`config.mk`:
```
export PLATFORM = sky130hd
export DESIGN_NAME = adccal_top
export DESIGN_NICKNAME = d
export VERILOG_FILES = /design/src/hdl/adccal_pkg.sv /design/src/hdl/adccal_sync.sv /design/src/hdl/adccal_req_qual.sv /design/src/hdl/adccal_top.sv
export VERILOG_INCLUDE_DIRS = /design/src /design/src/hdl
export SDC_FILE = /design/constraint.sdc
export NUM_CORES = 1
export LEC_CHECK = 0
export BUFFER_PORTS_ARGS = -buffer_cell sky130_fd_sc_hd__buf_2
export CAP_MARGIN = 20
export CORE_MARGIN = 2
export CORE_UTILIZATION = 26
export CTS_CLUSTER_SIZE = 24
export DETAILED_ROUTE_END_ITERATION = 7
export GPL_ROUTABILITY_DRIVEN = 0
export SYNTH_ARGS = -nofsm -noshare
export SYNTH_HDL_FRONTEND = slang
export SYNTH_SLANG_ARGS = --single-unit
```
`constraint.sdc`:
```
create_clock -name core_clk_i -period 2.55 [get_ports core_clk_i]
set_input_delay 0 -clock core_clk_i [delete_from_list [all_inputs] [get_ports core_clk_i]]
set_output_delay 0 -clock core_clk_i [all_outputs]
set_load 0.01 [all_outputs]
```
`src/hdl/adccal_defs.svh`:
```
// Purpose: Offsets, fields, reset values and timing counts of the calibration control
// Assumes: Included by bare name from design files
// Notes:   Register index times four gives the byte address
`ifndef ADCCAL_DEFS_SVH
`define ADCCAL_DEFS_SVH

// Register indices (byte address = index * 4)
`define ADCCAL_IDX_CTRL     4'h1
`define ADCCAL_IDX_FSADJ    4'h2
`define ADCCAL_IDX_STAT     4'h3
`define ADCCAL_IDX_IRQ      4'h4
`define ADCCAL_IDX_MASK     4'h5

// Fields
`define ADCCAL_TRIM_DIS_BIT 13
`define ADCCAL_IRQ_DONE     0
`define ADCCAL_IRQ_START    1
`define ADCCAL_IRQ_IGN      2

// Reset values and full-scale codes
`define ADCCAL_CTRL_RST     16'h0000
`define ADCCAL_FSADJ_RST    8'h80
`define ADCCAL_MASK_RST     3'h0
`define ADCCAL_FS_NORMAL    8'hff
`define ADCCAL_FS_REDUCED   8'h80

// Timing counts in input clock cycles
`define ADCCAL_DLY_SHORT_CYC 32'd8192
`define ADCCAL_DLY_LONG_CYC  32'd65536
`define ADCCAL_TRIM_CYC      32'd512
`define ADCCAL_CONV_CYC      32'd2048
`define ADCCAL_REQ_LO_CYC    32'd80
`define ADCCAL_REQ_HI_CYC    32'd80
`define ADCCAL_BOOT_CYC      2'd3

`endif

```
`src/hdl/adccal_pkg.sv`:
```
// Purpose: Types of the calibration control
// Assumes: Constants live in adccal_defs.svh
// Notes:   One-hot sequencer states
package adccal_pkg;

   typedef enum logic [4:0] {
      ST_BOOT  = 5'b00001,
      ST_DELAY = 5'b00010,
      ST_IDLE  = 5'b00100,
      ST_TRIM  = 5'b01000,
      ST_CONV  = 5'b10000
   } adccal_state_e;

   typedef struct packed {
      adccal_state_e st;
      logic [23:0]   cnt;
      logic [1:0]    boot;
      logic          pon;
      logic [15:0]   ctrl;
      logic [7:0]    fsadj;
      logic [2:0]    irq;
      logic [2:0]    mask;
      logic          wait_r;
      logic [31:0]   rdata;
      logic          cal_run;
      logic          out_data_clock_en;
      logic          apd;
      logic          trim;
      logic [7:0]    fs_code;
      logic          irq_out;
   } adccal_top_s;

endpackage

```
`src/hdl/adccal_sync.sv`:
```
// Purpose: Two-flop synchroniser for a vector of pin levels
// Assumes: Bits are independent levels
// Notes:   First stage feeds only the second stage
`timescale 1ns/10ps
module adccal_sync #(
   parameter int unsigned W = 1
) (
   input  wire logic         core_clk_i,
   input  wire logic         rst_b_i,
   input  wire logic [W-1:0] d_i,
   output logic      [W-1:0] q_o
);
   typedef struct packed {
      logic [W-1:0] s1;
      logic [W-1:0] s2;
   } adccal_sync_s;

   adccal_sync_s q, n;

   // Shift pin levels through two stages
   always_comb begin
      n    = q;
      n.s1 = d_i;
      n.s2 = q.s1;
   end

   // State register
   always_ff @(posedge core_clk_i) begin
      if (!rst_b_i) begin
         q <= '0;
      end else begin
         q <= n;
      end
   end

   assign q_o = q.s2;
endmodule

```
`src/hdl/adccal_req_qual.sv`:
```
// Purpose: Qualifies the calibration request pin by low and high cycle counts
// Assumes: Request input is already synchronised
// Notes:   Start is a one-cycle pulse from a register
`timescale 1ns/10ps
module adccal_req_qual #(
   parameter int unsigned LO_CYC = 80,
   parameter int unsigned HI_CYC = 80,
   parameter int unsigned CW     = 16
) (
   input  wire logic core_clk_i,
   input  wire logic rst_b_i,
   input  wire logic req_i,
   output logic      start_o
);
   localparam logic [CW-1:0] LO_MAX = CW'(LO_CYC);
   localparam logic [CW-1:0] HI_END = CW'(HI_CYC - 1);

   typedef struct packed {
      logic [CW-1:0] lo_cnt;
      logic [CW-1:0] hi_cnt;
      logic          start;
   } adccal_qual_s;

   adccal_qual_s q, n;

   // Separate low and high counters gate the start pulse
   always_comb begin
      n       = q;
      n.start = 1'b0;
      if (!req_i) begin
         n.hi_cnt = '0;
         if (q.hi_cnt != '0) begin
            // A cut high phase restarts the low period
            n.lo_cnt = CW'(1);
         end else if (q.lo_cnt != LO_MAX) begin
            n.lo_cnt = q.lo_cnt + CW'(1);
         end
      end else if (q.lo_cnt == LO_MAX) begin
         if (q.hi_cnt == HI_END) begin
            n.start  = 1'b1;
            n.lo_cnt = '0;
            n.hi_cnt = '0;
         end else begin
            n.hi_cnt = q.hi_cnt + CW'(1);
         end
      end else begin
         n.lo_cnt = '0;
      end
   end

   // State register
   always_ff @(posedge core_clk_i) begin
      if (!rst_b_i) begin
         q <= '0;
      end else begin
         q <= n;
      end
   end

   assign start_o = q.start;
endmodule

```
`src/hdl/adccal_top.sv`:
```
// Purpose: Range select, calibration sequencer and register slave of a dual converter
// Assumes: Pins are asynchronous to core_clk_i; reset stands for power-up
// Notes:   Avalon-MM slave answers one cycle after the request is seen
`timescale 1ns/10ps
`include "adccal_defs.svh"

module adccal_top #(
   parameter int unsigned DLY_SHORT_CYC = `ADCCAL_DLY_SHORT_CYC,
   parameter int unsigned DLY_LONG_CYC  = `ADCCAL_DLY_LONG_CYC,
   parameter int unsigned TRIM_CYC      = `ADCCAL_TRIM_CYC,
   parameter int unsigned CONV_CYC      = `ADCCAL_CONV_CYC,
   parameter int unsigned REQ_LO_CYC    = `ADCCAL_REQ_LO_CYC,
   parameter int unsigned REQ_HI_CYC    = `ADCCAL_REQ_HI_CYC
) (
   input  wire logic        core_clk_i,
   input  wire logic        rst_b_i,
   // Avalon-MM slave
   input  wire logic [5:0]  avs_address_i,
   input  wire logic        avs_read_i,
   input  wire logic        avs_write_i,
   input  wire logic [31:0] avs_writedata_i,
   input  wire logic [3:0]  avs_byteenable_i,
   output logic      [31:0] avs_readdata_o,
   output logic             avs_waitrequest_o,
   // Control pins
   input  wire logic        range_select_i,
   input  wire logic        cal_req_i,
   input  wire logic        cal_delay_select_i,
   input  wire logic        power_down_in_i,
   input  wire logic        ext_mode_i,
   input  wire logic        clk_present_i,
   // Converter controls
   output logic             cal_running_o,
   output logic             out_data_clock_en_o,
   output logic             analog_pd_o,
   output logic             term_trim_o,
   output logic      [7:0]  fs_code_o,
   output logic             irq_o
);
   // Counter loads; delay, trim and conversion states count their load down to zero
   localparam int unsigned CW = 24;
   localparam logic [CW-1:0] DLY_S_LD = CW'(DLY_SHORT_CYC - 1);
   localparam logic [CW-1:0] DLY_L_LD = CW'(DLY_LONG_CYC - 1);
   localparam logic [CW-1:0] TRIM_LD  = CW'(TRIM_CYC - 1);
   localparam logic [CW-1:0] CONV_LD  = CW'(CONV_CYC - 1);

   // Positions of the pins in the synchroniser vector
   localparam int unsigned PIN_RANGE = 0;
   localparam int unsigned PIN_REQ   = 1;
   localparam int unsigned PIN_DLY   = 2;
   localparam int unsigned PIN_PD    = 3;
   localparam int unsigned PIN_EXT   = 4;
   localparam int unsigned PIN_CLK   = 5;

   // Whole state of the block and its next value
   adccal_pkg::adccal_top_s q, n;

   // Raw and synchronised pin levels
   logic [5:0]  pin_raw;
   logic [5:0]  pin_s;
   logic        range_s;
   logic        req_s;
   logic        dly_s;
   logic        pd_s;
   logic        ext_s;
   logic        clk_ok_s;

   // Qualified request start and bus decode
   logic        qual_start;
   logic        req;
   logic        acc;
   logic [3:0]  idx;
   logic [31:0] rd_val;
   logic        trim_dis;

   // One-cycle sequencer events for the sticky flags
   logic        ev_done;
   logic        ev_start;
   logic        ev_ign;

   // Gather the asynchronous pins into one vector
   always_comb begin
      pin_raw            = '0;
      pin_raw[PIN_RANGE] = range_select_i;
      pin_raw[PIN_REQ]   = cal_req_i;
      pin_raw[PIN_DLY]   = cal_delay_select_i;
      pin_raw[PIN_PD]    = power_down_in_i;
      pin_raw[PIN_EXT]   = ext_mode_i;
      pin_raw[PIN_CLK]   = clk_present_i;
   end

   // Pin levels into the clock domain; nothing reads the first stage
   adccal_sync #(
      .W (6)
   ) u_sync (
      .core_clk_i (core_clk_i),
      .rst_b_i    (rst_b_i),
      .d_i        (pin_raw),
      .q_o        (pin_s)
   );

   // Synchronised levels by name
   assign range_s  = pin_s[PIN_RANGE];
   assign req_s    = pin_s[PIN_REQ];
   assign dly_s    = pin_s[PIN_DLY];
   assign pd_s     = pin_s[PIN_PD];
   assign ext_s    = pin_s[PIN_EXT];
   assign clk_ok_s = pin_s[PIN_CLK];

   // Request pin qualification
   adccal_req_qual #(
      .LO_CYC (REQ_LO_CYC),
      .HI_CYC (REQ_HI_CYC),
      .CW     (16)
   ) u_qual (
      .core_clk_i (core_clk_i),
      .rst_b_i    (rst_b_i),
      .req_i      (req_s),
      .start_o    (qual_start)
   );

   // Bus decode helpers
   assign req      = avs_read_i | avs_write_i;
   assign acc      = req & ~q.wait_r;
   assign idx      = avs_address_i[5:2];
   assign trim_dis = q.ctrl[`ADCCAL_TRIM_DIS_BIT];

   // Read mux; unmapped indices read zero
   always_comb begin
      rd_val = 32'h0000_0000;
      case (idx)
         `ADCCAL_IDX_CTRL: begin
            rd_val[15:0] = q.ctrl;
         end
         `ADCCAL_IDX_FSADJ: begin
            rd_val[7:0] = q.fsadj;
         end
         `ADCCAL_IDX_STAT: begin
            rd_val[4:0]   = q.st;
            rd_val[8]     = q.cal_run;
            rd_val[9]     = q.pon;
            rd_val[10]    = q.apd;
            rd_val[11]    = q.out_data_clock_en;
            rd_val[12]    = ext_s;
            rd_val[13]    = pd_s;
            rd_val[23:16] = q.fs_code;
         end
         `ADCCAL_IDX_IRQ: begin
            rd_val[2:0] = q.irq;
         end
         `ADCCAL_IDX_MASK: begin
            rd_val[2:0] = q.mask;
         end
         default: begin
            rd_val = 32'h0000_0000;
         end
      endcase
   end

   // Next state of the whole block
   always_comb begin
      n        = q;
      ev_done  = 1'b0;
      ev_start = 1'b0;
      ev_ign   = 1'b0;

      // Bus handshake: accept, then answer one cycle later
      n.wait_r = 1'b1;
      if (req && q.wait_r) begin
         n.wait_r = 1'b0;
         n.rdata  = rd_val;
      end

      // Register writes at the answering edge
      if (acc && avs_write_i) begin
         case (idx)
            `ADCCAL_IDX_CTRL: begin
               if (ext_s) begin
                  if (avs_byteenable_i[0]) begin
                     n.ctrl[7:0] = avs_writedata_i[7:0];
                  end
                  if (avs_byteenable_i[1]) begin
                     n.ctrl[15:8] = avs_writedata_i[15:8];
                  end
               end
            end
            `ADCCAL_IDX_FSADJ: begin
               if (avs_byteenable_i[0]) begin
                  n.fsadj = avs_writedata_i[7:0];
               end
            end
            `ADCCAL_IDX_MASK: begin
               if (avs_byteenable_i[0]) begin
                  n.mask = avs_writedata_i[2:0];
               end
            end
            default: begin
               n.mask = q.mask;
            end
         endcase
      end

      // Calibration sequencer
      case (q.st)
         // Boot: let the pins settle, then choose the path
         adccal_pkg::ST_BOOT: begin
            n.pon  = 1'b1;
            n.boot = q.boot + 2'd1;
            if (q.boot == `ADCCAL_BOOT_CYC) begin
               if (req_s) begin
                  n.st  = adccal_pkg::ST_IDLE;
                  n.pon = 1'b0;
               end else begin
                  n.st  = adccal_pkg::ST_DELAY;
                  n.cnt = (dly_s && !ext_s) ? DLY_L_LD : DLY_S_LD;
               end
            end
         end
         adccal_pkg::ST_DELAY: begin
            // Delay advances only with power-down low and the clock running
            if (!pd_s && clk_ok_s) begin
               if (q.cnt == '0) begin
                  n.st     = adccal_pkg::ST_TRIM;
                  n.cnt    = TRIM_LD;
                  ev_start = 1'b1;
               end else begin
                  n.cnt = q.cnt - CW'(1);
               end
            end
         end
         // Idle: a qualified request starts a calibration unless powered down
         adccal_pkg::ST_IDLE: begin
            if (qual_start) begin
               if (pd_s) begin
                  ev_ign = 1'b1;
               end else begin
                  ev_start = 1'b1;
                  n.pon    = 1'b0;
                  if (trim_dis) begin
                     n.st  = adccal_pkg::ST_CONV;
                     n.cnt = CONV_LD;
                  end else begin
                     n.st  = adccal_pkg::ST_TRIM;
                     n.cnt = TRIM_LD;
                  end
               end
            end
         end
         // Termination trim step, then conversion calibration
         adccal_pkg::ST_TRIM: begin
            if (q.cnt == '0) begin
               n.st  = adccal_pkg::ST_CONV;
               n.cnt = CONV_LD;
            end else begin
               n.cnt = q.cnt - CW'(1);
            end
         end
         // Conversion calibration, then back to idle with a done event
         adccal_pkg::ST_CONV: begin
            if (q.cnt == '0) begin
               n.st    = adccal_pkg::ST_IDLE;
               n.pon   = 1'b0;
               ev_done = 1'b1;
            end else begin
               n.cnt = q.cnt - CW'(1);
            end
         end
         default: begin
            n.st = adccal_pkg::ST_BOOT;
         end
      endcase

      // Registered outputs follow the next state
      n.cal_run = (n.st == adccal_pkg::ST_TRIM) || (n.st == adccal_pkg::ST_CONV);
      n.trim    = (n.st == adccal_pkg::ST_TRIM);
      n.out_data_clock_en = !n.cal_run || n.ctrl[`ADCCAL_TRIM_DIS_BIT];
      // Pin power-down only once no calibration runs; no clock powers down whenever pon is set
      n.apd     = (pd_s && !n.cal_run)
                  || (!clk_ok_s && n.pon);
      // Full scale from the register in extended mode, else from the pin
      if (ext_s) begin
         n.fs_code = n.fsadj;
      end else begin
         n.fs_code = range_s ? `ADCCAL_FS_NORMAL : `ADCCAL_FS_REDUCED;
      end

      // Sticky events; a read clears only the bits it returned, a new event wins
      if (acc && avs_read_i && idx == `ADCCAL_IDX_IRQ) begin
         n.irq = q.irq & ~q.rdata[2:0];
      end
      n.irq[`ADCCAL_IRQ_DONE]  = n.irq[`ADCCAL_IRQ_DONE] | ev_done;
      n.irq[`ADCCAL_IRQ_START] = n.irq[`ADCCAL_IRQ_START] | ev_start;
      n.irq[`ADCCAL_IRQ_IGN]   = n.irq[`ADCCAL_IRQ_IGN] | ev_ign;
      // Level interrupt while an unmasked bit stands
      n.irq_out = |(n.irq & n.mask);
   end

   // State register
   always_ff @(posedge core_clk_i) begin
      if (!rst_b_i) begin
         q         <= '0;
         q.st      <= adccal_pkg::ST_BOOT;
         q.pon     <= 1'b1;
         q.ctrl    <= `ADCCAL_CTRL_RST;
         q.fsadj   <= `ADCCAL_FSADJ_RST;
         q.mask    <= `ADCCAL_MASK_RST;
         q.wait_r  <= 1'b1;
         q.out_data_clock_en <= 1'b1;
         q.fs_code <= `ADCCAL_FS_REDUCED;
      end else begin
         q <= n;
      end
   end

   // Bus outputs straight from the state register
   assign avs_readdata_o      = q.rdata;
   assign avs_waitrequest_o   = q.wait_r;

   // Converter controls straight from the state register
   assign cal_running_o       = q.cal_run;
   assign out_data_clock_en_o = q.out_data_clock_en;
   assign analog_pd_o         = q.apd;
   assign term_trim_o         = q.trim;
   assign fs_code_o           = q.fs_code;
   assign irq_o               = q.irq_out;
endmodule

```
Word level (Yosys, flattened, before mapping)
Index checks and enable logic that the tools add are counted.
W data, S select, Z words.
{ "totals": {"input_bits": 52, "regBits": 145, "out_inout_bits": 46} }
{ "op_classes": {"n_mux": 59, "n_eq_ne": 23, "reduce_logical": 26, "bitwise_logic": 9, "add_sub_neg": 4} }
{ "op_table": {"columns": ["op", "n"], "rows": [
  ["$mux W29", 5],
  ["$pmux W24 S5", 1],
  ["$mux W16", 6],
  ["$mux W24", 4],
  ["$mux W8", 5],
  ["$mux W33", 1],
  ["$add A16 B1 Y16 const B", 2],
  ["$eq A16 B7 Y1 const B", 2],
  ["$mux W32", 1],
  ["$mux W14", 2],
  ["$pmux W5 S5", 1],
  ["$logic_not A24 Y1", 1],
  ["$sub A24 B1 Y24 const B", 1],
  ["$mux W22", 1],
  ["$mux W17", 1],
  ["$ne A16 B7 Y1 const B", 1],
  ["$reduce_bool A16 Y1", 1],
  ["$mux W3", 5],
  ["$mux W5", 3],
  ["$pmux W3 S5", 1],
  ["$mux W1", 14],
  ["$pmux W6 S2", 1],
  ["$eq A5 B4 Y1 const B", 2],
  ["$eq A5 B5 Y1 const B", 2],
  ["other kinds (33)", 57]
]} }

Logic depth before layout (Yosys ltp)
Gate-level depths: netlist (run 1).
{ "depth": {"ltp_word": 11, "ltp_mapped": 9, "mapped_depth_nobuf": 8} }

By module
Synthesis (run 1) repeated with hierarchy kept, for this count alone.
{ "unflattened": {"cells_unflattened": 789, "area_unflattened_um2": 6942.9} }
{ "by_module_without_submodules": {"columns": ["mod", "instances", "cells_each", "area_per_inst_um2"], "rows": [
  ["adccal_top", 1, 550, 4843.4],
  ["adccal_req_qual", 1, 214, 1762.9],
  ["adccal_sync", 1, 25, 336.6]
]} }

Worst setup path before layout (run 1)
Ideal clock, no wire load.
{ "synth_path": {"path_type": "reg-to-reg", "from": "register q[83] in the netlist's numbering", "to": "register q[88] in the netlist's numbering", "path_stages_with_launch": 8, "arrival_time_ns": 1.964, "required_time_ns": 2.431, "setup_time_ns": 0.119, "path_slack_ns": 0.468, "path_cell_list": "dfxtp_1 buf_6 nor4_4 nand4_1 nor3_2 nor3_2 buf_6 o221a_2"} }
{ "synth_via": {"elab_chain_len": 4} }
{ "synth_rtl": {"columns": ["item", "line", "rtl"], "rows": [
  ["start, declared", "adccal_top.sv:56", "adccal_pkg::adccal_top_s q, n;"],
  ["start signal, assigned", "adccal_top.sv:311", "q <= n;"],
  ["$sub A24 B1 Y24 or $logic_not A24 Y1 (tied branches)", null, null],
  ["$mux W24", "adccal_top.sv:222", "if (q.cnt == '0) begin"],
  ["$mux W29", "adccal_top.sv:221", "if (!pd_s && clk_ok_s) begin"],
  ["$pmux W24 S5", "adccal_top.sv:204", "case (q.st)"]
]} }
Parallel ways exist; a longest one is shown, timed or not. The select of a mux whose other input is x is not followed.
A chain may end at the register's enable or synchronous reset.

Final worst setup path (run 1)
{ "layout_path": {"from": "register q[105] in the netlist's numbering", "to": "register q[92] in the netlist's numbering"} }
{ "layout_via": {"elab_chain_len": 3} }
{ "layout_rtl": {"columns": ["item", "line"], "rows": [
  ["$eq A5 B5 Y1, or another cell as far along", "adccal_top.sv:204"],
  ["$reduce_bool A5 Y1 (no line), or another cell as far along", null],
  ["$reduce_and A7 Y1 (no line)", null]
]} }
Parallel ways exist; a longest one is shown, timed or not.

==> run metrics, run 1 <==
FF-to-FF End q[92]; fin crit period 2289 ps; DP Wirelength 11,840 um; Hold Vio Cnt, Final 0; WHS Endpoint avs_readdata_o[4]; relative slew slack 39.42%; Routed Antenna Nets 0; # Max-Cap Violations 0; Fin Clk Skew 15.30 ps; Synth Flop Type dfxtp_1; post-synthesis cell count 772; Post-synth EDFFs 0; CTS sink cnt 145; I/O pin cnt 98; detailed-route DRC error count 0; ant diodes 0; CP Launch Type flop; antenna violations before repair 0; Critical Path, Cell by Cell nor3_1 > nand2_1 > and4_1 > nor3_4 > nand2_1 > o22ai_1; Cell Rows 58; pwr dens 827.9 nW/um^2; RSZ-0062 raised after global routing no; Final Setup Violations 0; #FFs+latches synth 145; H-tree levels 4; vias per cell 4.742; core area 25,250 um^2; TNS Setup 0 ps; WP data arrival 2630 ps; Most common cell on crit path nand2_1; R2R Setup Slk 260 ps; Final nets 908; Fmax 0.4370 GHz; fin crit share 89.75%; hold wc startpoint avs_address_i[5]; total grt overflow 0; total number of vias 5,652; Syn Area/Cell 8.674 um^2; first-pass GRT wire length 26,770 um; Ys Warns 0; die area 27,060 um^2; total CTS buffers 17; Unique masters post-synth 65; Port Buf Inserts 69; Clock Path Buffers 2; CTS tree done; crit path kind reg2reg; CTS clk-pin slew, worst paths 70 ps; TritonRoute pass-1 iters 5; Setup crit end kind flop; DIE WIDTH 164.5 um; Synth async-reset ratio 0%; GR Util All Layers 12.27%; slowest stage delay, CP 600 ps; VDD IR max 0.0005063 V; drt initial violations 446; root buf cell clkbuf_16; worst hold path class in2reg; worst endpoint required time 2890 ps; Pins Over Slew Limit 0; status completed; register area share after synthesis 43.35%; Fillers 2,653; Setup crit start q[105]; slowest CP cell nor3_4; final std cell area, no fill 8149 um^2; largest net degree at the start of global routing 26; die height 164.5 um; share of cells above drive strength 1 17.63%; drt total wl 16,410 um; clock latency on the worst-skew pair 430 ps; Worst Reg-to-Reg Cells 6; synthesis-to-layout area growth 21.69%; Placement Cell Area 7273 um^2; RR Startpoint q[105]; vias in the first global route 5,248; critical-path maximum fanout 15; Initial Util 26.52%; Worst Tran Pin Value 902.6 ps; Pleak 3.230 nW; DR WL/cell 13.77 um; Post-Synthesis Cell Area 6696 um^2; hold depth 4; hold_ws 27.40 ps
## flip-flops by register name, summed over array words and instances (netlist names)
register             count
fs_code_o                8
analog_pd_o              1
u_sync.n                 6
out_data_clock_en_o      1
u_qual.start_o           1
u_sync.q_o               6
u_qual.q                32
avs_readdata_o          24
avs_waitrequest_o        1
cal_running_o            1
term_trim_o              1
q                       62
irq_o                    1
## placed cells by master (no fill, tap or decap), types with 4 or more instances in the layout
cell and instances:
xnor2_1 21, and4_1 5, nor4_1 9, nand4_1 11, clkbuf_16 17, conb_1 8, nand2_1 60, buf_2 69
a21oi_1 51, o21ai_0 14, a221oi_1 13, and3_1 11, mux2i_1 32, dfxtp_1 145, xor2_1 12, inv_8 4
inv_1 12, nor2_1 112, dlygate4sd3_1 25, ha_1 7, inv_6 4, nand2b_1 7, and2_1 13, a311oi_1 7
clkinv_8 4, o21a_1 4, o22ai_1 7, nor2b_1 8, nand3_1 35, or3_1 7, buf_4 32, nand3b_1 4
nor3_1 28
## critical path: cells and delay by family (launching register included)
family / cells / cell delay (ps)
and+or+nand+nor: 5 / 1610
DFF: 1 / 370
AOI/OAI and AO/OA: 1 / 220
## power by group
part | leakage, nW | total, W | internal (W) | switching [W]
combinational | 1.76 | 0.00166 | 0.000710 | 0.000953
clock | 0.294 | 0.00257 | 0.00141 | 0.00116
sequential | 1.18 | 0.00251 | 0.00238 | 0.000125
## area by class of cell
class,instances,area [um^2],area share (%)
clock inverters,15,190.2,2.334
flip-flops and latches,145,2903,35.62
multi-input cells,546,3333,40.90
clock buffers,17,425.4,5.220
repair buffers,126,835.8,10.26
well taps,330,412.9,5.067
inverters,13,48.80,0.5988
## routing by layer
layer  global-route usage (%)  vias to the layer above  routed length, um
met5                        0                        -                  0
li1                         -                     2843                  -
met4                    3.597                        0                212
met3                    3.240                       23                880
met2                    18.47                      147               7223
met1                    17.17                     2639               8095
## cells in the mapped netlist (all sizes together) (13+ instances only)
master  number  area share (%)
o21ai       17             1.3
nor3        31             2.5
clkbuf      22             1.2
inv         13            0.73
nor2       112             6.3
xnor2       21             2.7
and2        14             1.3
buf         53             5.7
mux2i       32             4.8
a21oi       52             3.9
a221oi      13             1.7
nand3       35             2.6
nand2       60             3.4
dfxtp      145              43
## cells by family (layout without fill, tap and decap cells)
| kind of cell | count (synthesis) | in the layout | share of synthesized area (%) |
|---|---|---|---|
| and+or+nand+nor | 332 | 332 | 25.19 |
| DFF | 145 | 145 | 43.35 |
| AOI/OAI and AO/OA | 132 | 132 | 12.97 |
| buffers and inverters | 88 | 171 | 7.698 |
| muxes | 34 | 34 | 5.120 |
| xor gates and xnor gates | 33 | 33 | 4.316 |
| adders and majority gates | 7 | 7 | 1.308 |
| other | 1 | 8 | 0.05600 |
## how the worst max path moves through the flow
stage / end / cells past startpoint
4_1_cts: q[92] / 6
2_1_floorplan: q[88] / 7
3_3_place_gp: q[91] / 6
5_1_grt: u_qual.q[28] / 6
6_report: q[92] / 6
3_5_place_dp: q[90] / 6
## what timing repair did
action	4_1_cts	5_1_grt
resized for setup	1	1
gates cloned	0	0
setup buffers	0	0
hold buffers	25	0
endpoints found under the hold margin	43	0
setup endpoints to repair	5	1
## through the flow
step           power [W]  utilization [%]  worst slack (ps)  cells
4_1_cts         0.006775            32.25             267.0   1192
5_1_grt         0.007081            32.27             22.47   1192
3_5_place_dp    0.004159            28.80            -39.51   1135
2_1_floorplan   0.003724                -             467.7    779
6_report        0.006746            32.27             261.5   1192
3_3_place_gp    0.004159            28.80            -4.345   1135
(Power assumes the default switching activity.)
==> run 2, diff against run 1 <==
Settings changed: CORE_UTILIZATION 26 to 57, HOLD_SLACK_MARGIN from default to 0.06, PLACE_DENSITY from default to 0.8.
==> run metrics, run 2 (synthesis results as in run 1) <==
Reg with most FFs q (unchanged); DR WL/cell 15.85 um (was 13.77 um); fin crit share 93.47% (was 89.75%); worst endpoint required time 2900 ps (was 2890 ps); drt initial violations 460 (was 446); fin crit period 2384 ps (was 2289 ps); CTS clk-pin slew, worst paths 60 ps (was 70 ps); CP Launch Type flop (unchanged); first-pass GRT wire length 26,450 um (was 26,770 um); total CTS buffers 17 (unchanged); clock latency on the worst-skew pair 420 ps (was 430 ps); ant diodes 0 (unchanged); hold depth 3 (was 4); Setup crit end kind flop (unchanged); CTS sink cnt 145 (unchanged); TNS Setup 0 ps (unchanged); Port Buf Inserts 69 (unchanged); H-tree levels 4 (unchanged); CTS tree done (unchanged); Fillers 884 (was 2,653); DP Wirelength 10,550 um (was 11,840 um); total grt overflow 0 (unchanged); total number of vias 5,840 (was 5,652); Final nets 902 (was 908); Fmax 0.4195 GHz (was 0.4370 GHz); antenna violations before repair 0 (unchanged); Fin Clk Skew 7.908 ps (was 15.30 ps); TritonRoute pass-1 iters 5 (unchanged); Final Setup Violations 0 (unchanged); Pleak 3.165 nW (was 3.230 nW); Clock Path Buffers 2 (unchanged); VDD IR max 0.0005688 V (was 0.0005063 V); WP data arrival 2730 ps (was 2630 ps); synthesis-to-layout area growth 16.61% (was 21.69%); Setup crit end q[91] (was q[92]); largest net degree at the start of global routing 43 (was 26); Worst Reg-to-Reg Cells 5 (was 6); core area 11,420 um^2 (was 25,250 um^2); crit path kind reg2reg (unchanged); Storage cell area 2903 um^2 (unchanged); status completed (unchanged); Routed Antenna Nets 0 (unchanged); I/O pin cnt 98 (unchanged); Final WS setup 166.4 ps (was 261.5 ps); RSZ-0062 raised after global routing no (unchanged); FF-to-FF End q[91] (was q[92]); critical-path maximum fanout 13 (was 15); placed cell count 942 (was 1,135); share of cells above drive strength 1 16.49% (was 17.63%); die area 12,630 um^2 (was 27,060 um^2); Initial Util 58.65% (was 26.52%); # Max-Cap Violations 0 (unchanged); GR Util All Layers 25.70% (was 12.27%); detailed-route DRC error count 0 (unchanged); root buf cell clkbuf_16 (unchanged); DIE WIDTH 112.4 um (was 164.5 um); vias in the first global route 5,642 (was 5,248); worst slack, placed 15.10 ps (was -39.51 ps); Pins Over Slew Limit 0 (unchanged); final cell count without fillers 998 (was 1,192); die height 112.4 um (was 164.5 um); commonest non-fill, non-tap cell in the layout dfxtp_1 (unchanged); R2R Setup Slk 170 ps (was 260 ps); Cell Rows 39 (was 58); number of flip-flops in the largest register 62 (unchanged); worst hold path class in2reg (unchanged); vias per cell 5.852 (was 4.742); most frequent cells in the layout dfxtp_1, nor2_1, buf_2, nand2_1, a21oi_1 (unchanged); Worst Tran Pin Value 1048 ps (was 902.6 ps); setup bufs post-CTS 0 (unchanged); multi-input gate area in the final layout 3321 um^2 (was 3333 um^2); Hold Vio Cnt, Final 0 (unchanged); pwr dens 840.0 nW/um^2 (was 827.9 nW/um^2); drt total wl 15,810 um (was 16,410 um); RR Startpoint q[105] (unchanged); relative slew slack 30.16% (was 39.42%); Setup crit start q[105] (unchanged)
==> run 2: cell types whose count changed in the layout (fill, tap and decap cells not counted), sizes merged <==
cell	change
clkinvlp	+2
inv	-4
buf	-6
clkbuf	+3
bufinv	+1
clkinv	-3
==> run 2: repair_timing <==
action / CTS / global route
hold buffers: 25 / 0
hold endpoints to repair: 45 / 0
setup endpoints to repair: 0 / 13
resized for setup: 0 / 1
==> run 2: layout make-up <==
class | count | share of cell area [%]
repair buffers | 120 | 10.13
well taps | 143 | 2.291
flip-flops and latches | 145 | 37.17
clock buffers | 20 | 5.592
clock inverters | 11 | 1.666
inverters | 13 | 0.6249
multi-input cells | 546 | 42.53
==> run 2: worst max-delay path, cell delays in order (launching register included) <==
cell,delay (ps)
dfxtp_1,370
nor3_1,350
nand3_1,280
a21oi_1,880
a21boi_0,220
o22ai_1,200
==> run 2: power by group <==
group	leakage, nW	switching, W	internal, W
clock	0.264	0.000958	0.00144
sequential	1.18	0.000127	0.00239
combinational	1.72	0.000968	0.000676
==> run 2: how the worst min path moves through the flow <==
stage	from	endpoint	slack (ps)
6_report	rst_b_i	q[59]	100
3_3_place_gp	range_select_i	u_sync.n[0]	220
3_5_place_dp	range_select_i	u_sync.n[0]	210
4_1_cts	rst_b_i	q[59]	80
5_1_grt	rst_b_i	q[59]	110
2_1_floorplan	range_select_i	u_sync.n[0]	130
==> run 2: metrics by stage <==
stage	utilization, %	hold slack [ps]	total power, W	area (um^2)
final	68.39	102.0	0.006559	7809
after global routing	68.39	112.5	0.006845	7809
after CTS	68.33	79.84	0.006534	7802
after detailed placement	61.18	212.2	0.004107	6985
after global placement	61.18	216.0	0.004041	6985
after floorplan	-	127.3	0.003724	6723
==> run 2: routing by layer <==
layer  global-route usage, %  wire length [um]  vias to the layer above
li1                        -                 -                     2830
met1                   32.82              7073                     2778
met2                   42.93              7630                      203
met3                   4.590               827                       29
met4                   11.14               283                        0
met5                       0                 0                        -
==> run 3, diff against run 2 <==
Settings changed: SETUP_SLACK_MARGIN from default to 0.3.
==> run metrics, run 3 (synthesis results as in run 1) <==
relative slew slack 42.02% (was 30.16%); number of flip-flops in the largest register 62 (unchanged); Fmax 0.4573 GHz (was 0.4195 GHz); fin crit share 85.76% (was 93.47%); fin crit period 2187 ps (was 2384 ps); Critical Path, Cell by Cell buf_4 > nor2b_1 > nand2_1 > and4_1 > buf_4 > or3_4 > o211ai_1 > o21ai_0 (was nor3_1 > nand3_1 > a21oi_1 > a21boi_0 > o22ai_1); Bufs and invs on worst path 2 (was 0); drt total wl 16,200 um (was 15,810 um); Initial Util 58.65% (unchanged); first-pass GRT wire length 26,500 um (was 26,450 um); crit path kind reg2reg (unchanged); # Max-Cap Violations 0 (unchanged); die height 112.4 um (unchanged); DP Wirelength 10,550 um (unchanged); hold_ws 98.17 ps (was 102.0 ps); commonest non-fill, non-tap cell in the layout dfxtp_1 (unchanged); Routed Antenna Nets 0 (unchanged); Setup crit start q[106] (was q[105]); synthesis-to-layout area growth 18.40% (was 16.61%); clock latency on the worst-skew pair 420 ps (about the same); vias per cell 5.921 (was 5.852); share of cells above drive strength 1 19.07% (was 16.49%); FF-to-FF End q[94] (was q[91]); Setup crit end q[94] (was q[91]); CTS clk-pin slew, worst paths 60 ps (about the same); Cell Rows 39 (unchanged); status completed (unchanged); slowest CP cell or3_4 (was a21oi_1); Core Util, Final 69.44% (was 68.39%); TNS Setup 0 ps (unchanged); critical-path maximum fanout 10 (was 13); Fillers 864 (was 884); Final nets 907 (was 902); R2R Setup Slk 360 ps (was 170 ps); CTS tree done (unchanged); Reg with most FFs q (unchanged); total power 0.006709 W (was 0.006559 W); vias in the first global route 5,665 (was 5,642); Port Buf Inserts 69 (unchanged); final std cell area, no fill 7929 um^2 (was 7809 um^2); Worst Reg-to-Reg Cells 8 (was 5); Fin Clk Skew 7.109 ps (was 7.908 ps); core area 11,420 um^2 (unchanged); drt initial violations 507 (was 460); RSZ-0062 raised after global routing yes (was no); Hold Vio Cnt, Final 0 (unchanged); Storage cell area 2905 um^2 (was 2903 um^2); WP data arrival 2490 ps (was 2730 ps); CTS sink cnt 145 (unchanged); CP top delay family simple AND/OR/NAND/NOR gates (was compound AO/OA/AOI/OAI gates); total CTS buffers 17 (unchanged); Setup crit end kind flop (unchanged); DR WL/cell 16.15 um (was 15.85 um); pwr dens 846.2 nW/um^2 (was 840.0 nW/um^2); detailed-route DRC error count 0 (unchanged); Clock Path Buffers 2 (unchanged); Pleak 3.202 nW (was 3.165 nW); most frequent cells in the layout dfxtp_1, nor2_1, buf_2, nand2_1, a21oi_1 (unchanged); RR Startpoint q[106] (was q[105]); I/O pin cnt 98 (unchanged); Final Setup Violations 0 (unchanged); Worst Tran Pin Value 869.7 ps (was 1048 ps); TritonRoute pass-1 iters 5 (unchanged); H-tree levels 4 (unchanged); Most common cell on crit path buf_4; VDD IR max 0.0005669 V (was 0.0005688 V); root buf cell clkbuf_16 (unchanged); Pins Over Slew Limit 0 (unchanged); ant diodes 0 (unchanged); GR Util All Layers 25.77% (was 25.70%); die area 12,630 um^2 (unchanged); slowest stage delay, CP 460 ps (was 880 ps); total grt overflow 0 (unchanged); total number of vias 5,939 (was 5,840); CP Depth 8 (was 5); largest net degree at the start of global routing 43 (unchanged); worst endpoint required time 2850 ps (was 2900 ps); Placement Cell Area 6985 um^2 (unchanged); antenna violations before repair 0 (unchanged); CP Launch Type flop (unchanged); multi-input gate area in the final layout 3405 um^2 (was 3321 um^2); worst hold path class in2reg (unchanged); DIE WIDTH 112.4 um (unchanged)
[run 3: worst register-to-register path, cell delays in order, from the launching register on]
cell and delay (ps):
dfxtp_1 330, buf_4 160, nor2b_1 170, nand2_1 170, and4_1 280, buf_4 180
or3_4 460, o211ai_1 210, o21ai_0 110
[run 3: per-layer routing]
layer	wire (um)	part of all wire, %	vias up	global-route usage (%)
met1	6848	42	2817	32.61
li1	-	-	2840	-
met5	0	0	-	0
met3	1012	6.2	48	4.860
met2	7864	49	234	42.85
met4	472	2.9	0	11.87
[run 3: where the power goes]
group / internal, W / leakage, nW / total, W / switching (W)
registers: 0.00239 / 1.18 / 0.00252 / 0.000131
clock network: 0.00144 / 0.264 / 0.00240 / 0.000960
logic: 0.000766 / 1.76 / 0.00179 / 0.00102
total: 0.00460 / 3.20 / 0.00671 / 0.00211
[run 3: timing repair]
action	in CTS	in global routing
gates cloned	0	1
pin swaps	0	4
hold buffers	25	0
endpoints found under the setup margin	32	48
endpoints found under the hold margin	45	0
gates resized for setup	4	17
setup buffers	0	4
[run 3: layout make-up]
cell class | instances | share of cell area [%]
Multi-Input combinational cell | 547 | 42.94
Sequential cell | 145 | 36.64
Timing Repair Buffer | 124 | 10.40
Clock buffer | 20 | 5.507
Tap cell | 143 | 2.257
Clock inverter | 11 | 1.641
Inverter | 13 | 0.6154
[run 3: per-stage QoR]
step | cells | worst slack, ps
floorplan | 779 | 467.7
global placement | 942 | 146.0
detailed placement | 942 | 15.10
CTS | 998 | 297.7
global route | 1003 | 261.0
finish | 1003 | 363.0
[run 3: worst min-delay path by stage]
stage | startpoint | end | slack, ps | cells after the start
floorplan | range_select_i | u_sync.n[0] | 130 | 1
global placement | range_select_i | u_sync.n[0] | 220 | 2
detailed placement | range_select_i | u_sync.n[0] | 210 | 2
CTS | rst_b_i | q[59] | 80 | 3
global route | rst_b_i | q[59] | 120 | 3
finish | rst_b_i | q[59] | 100 | 3
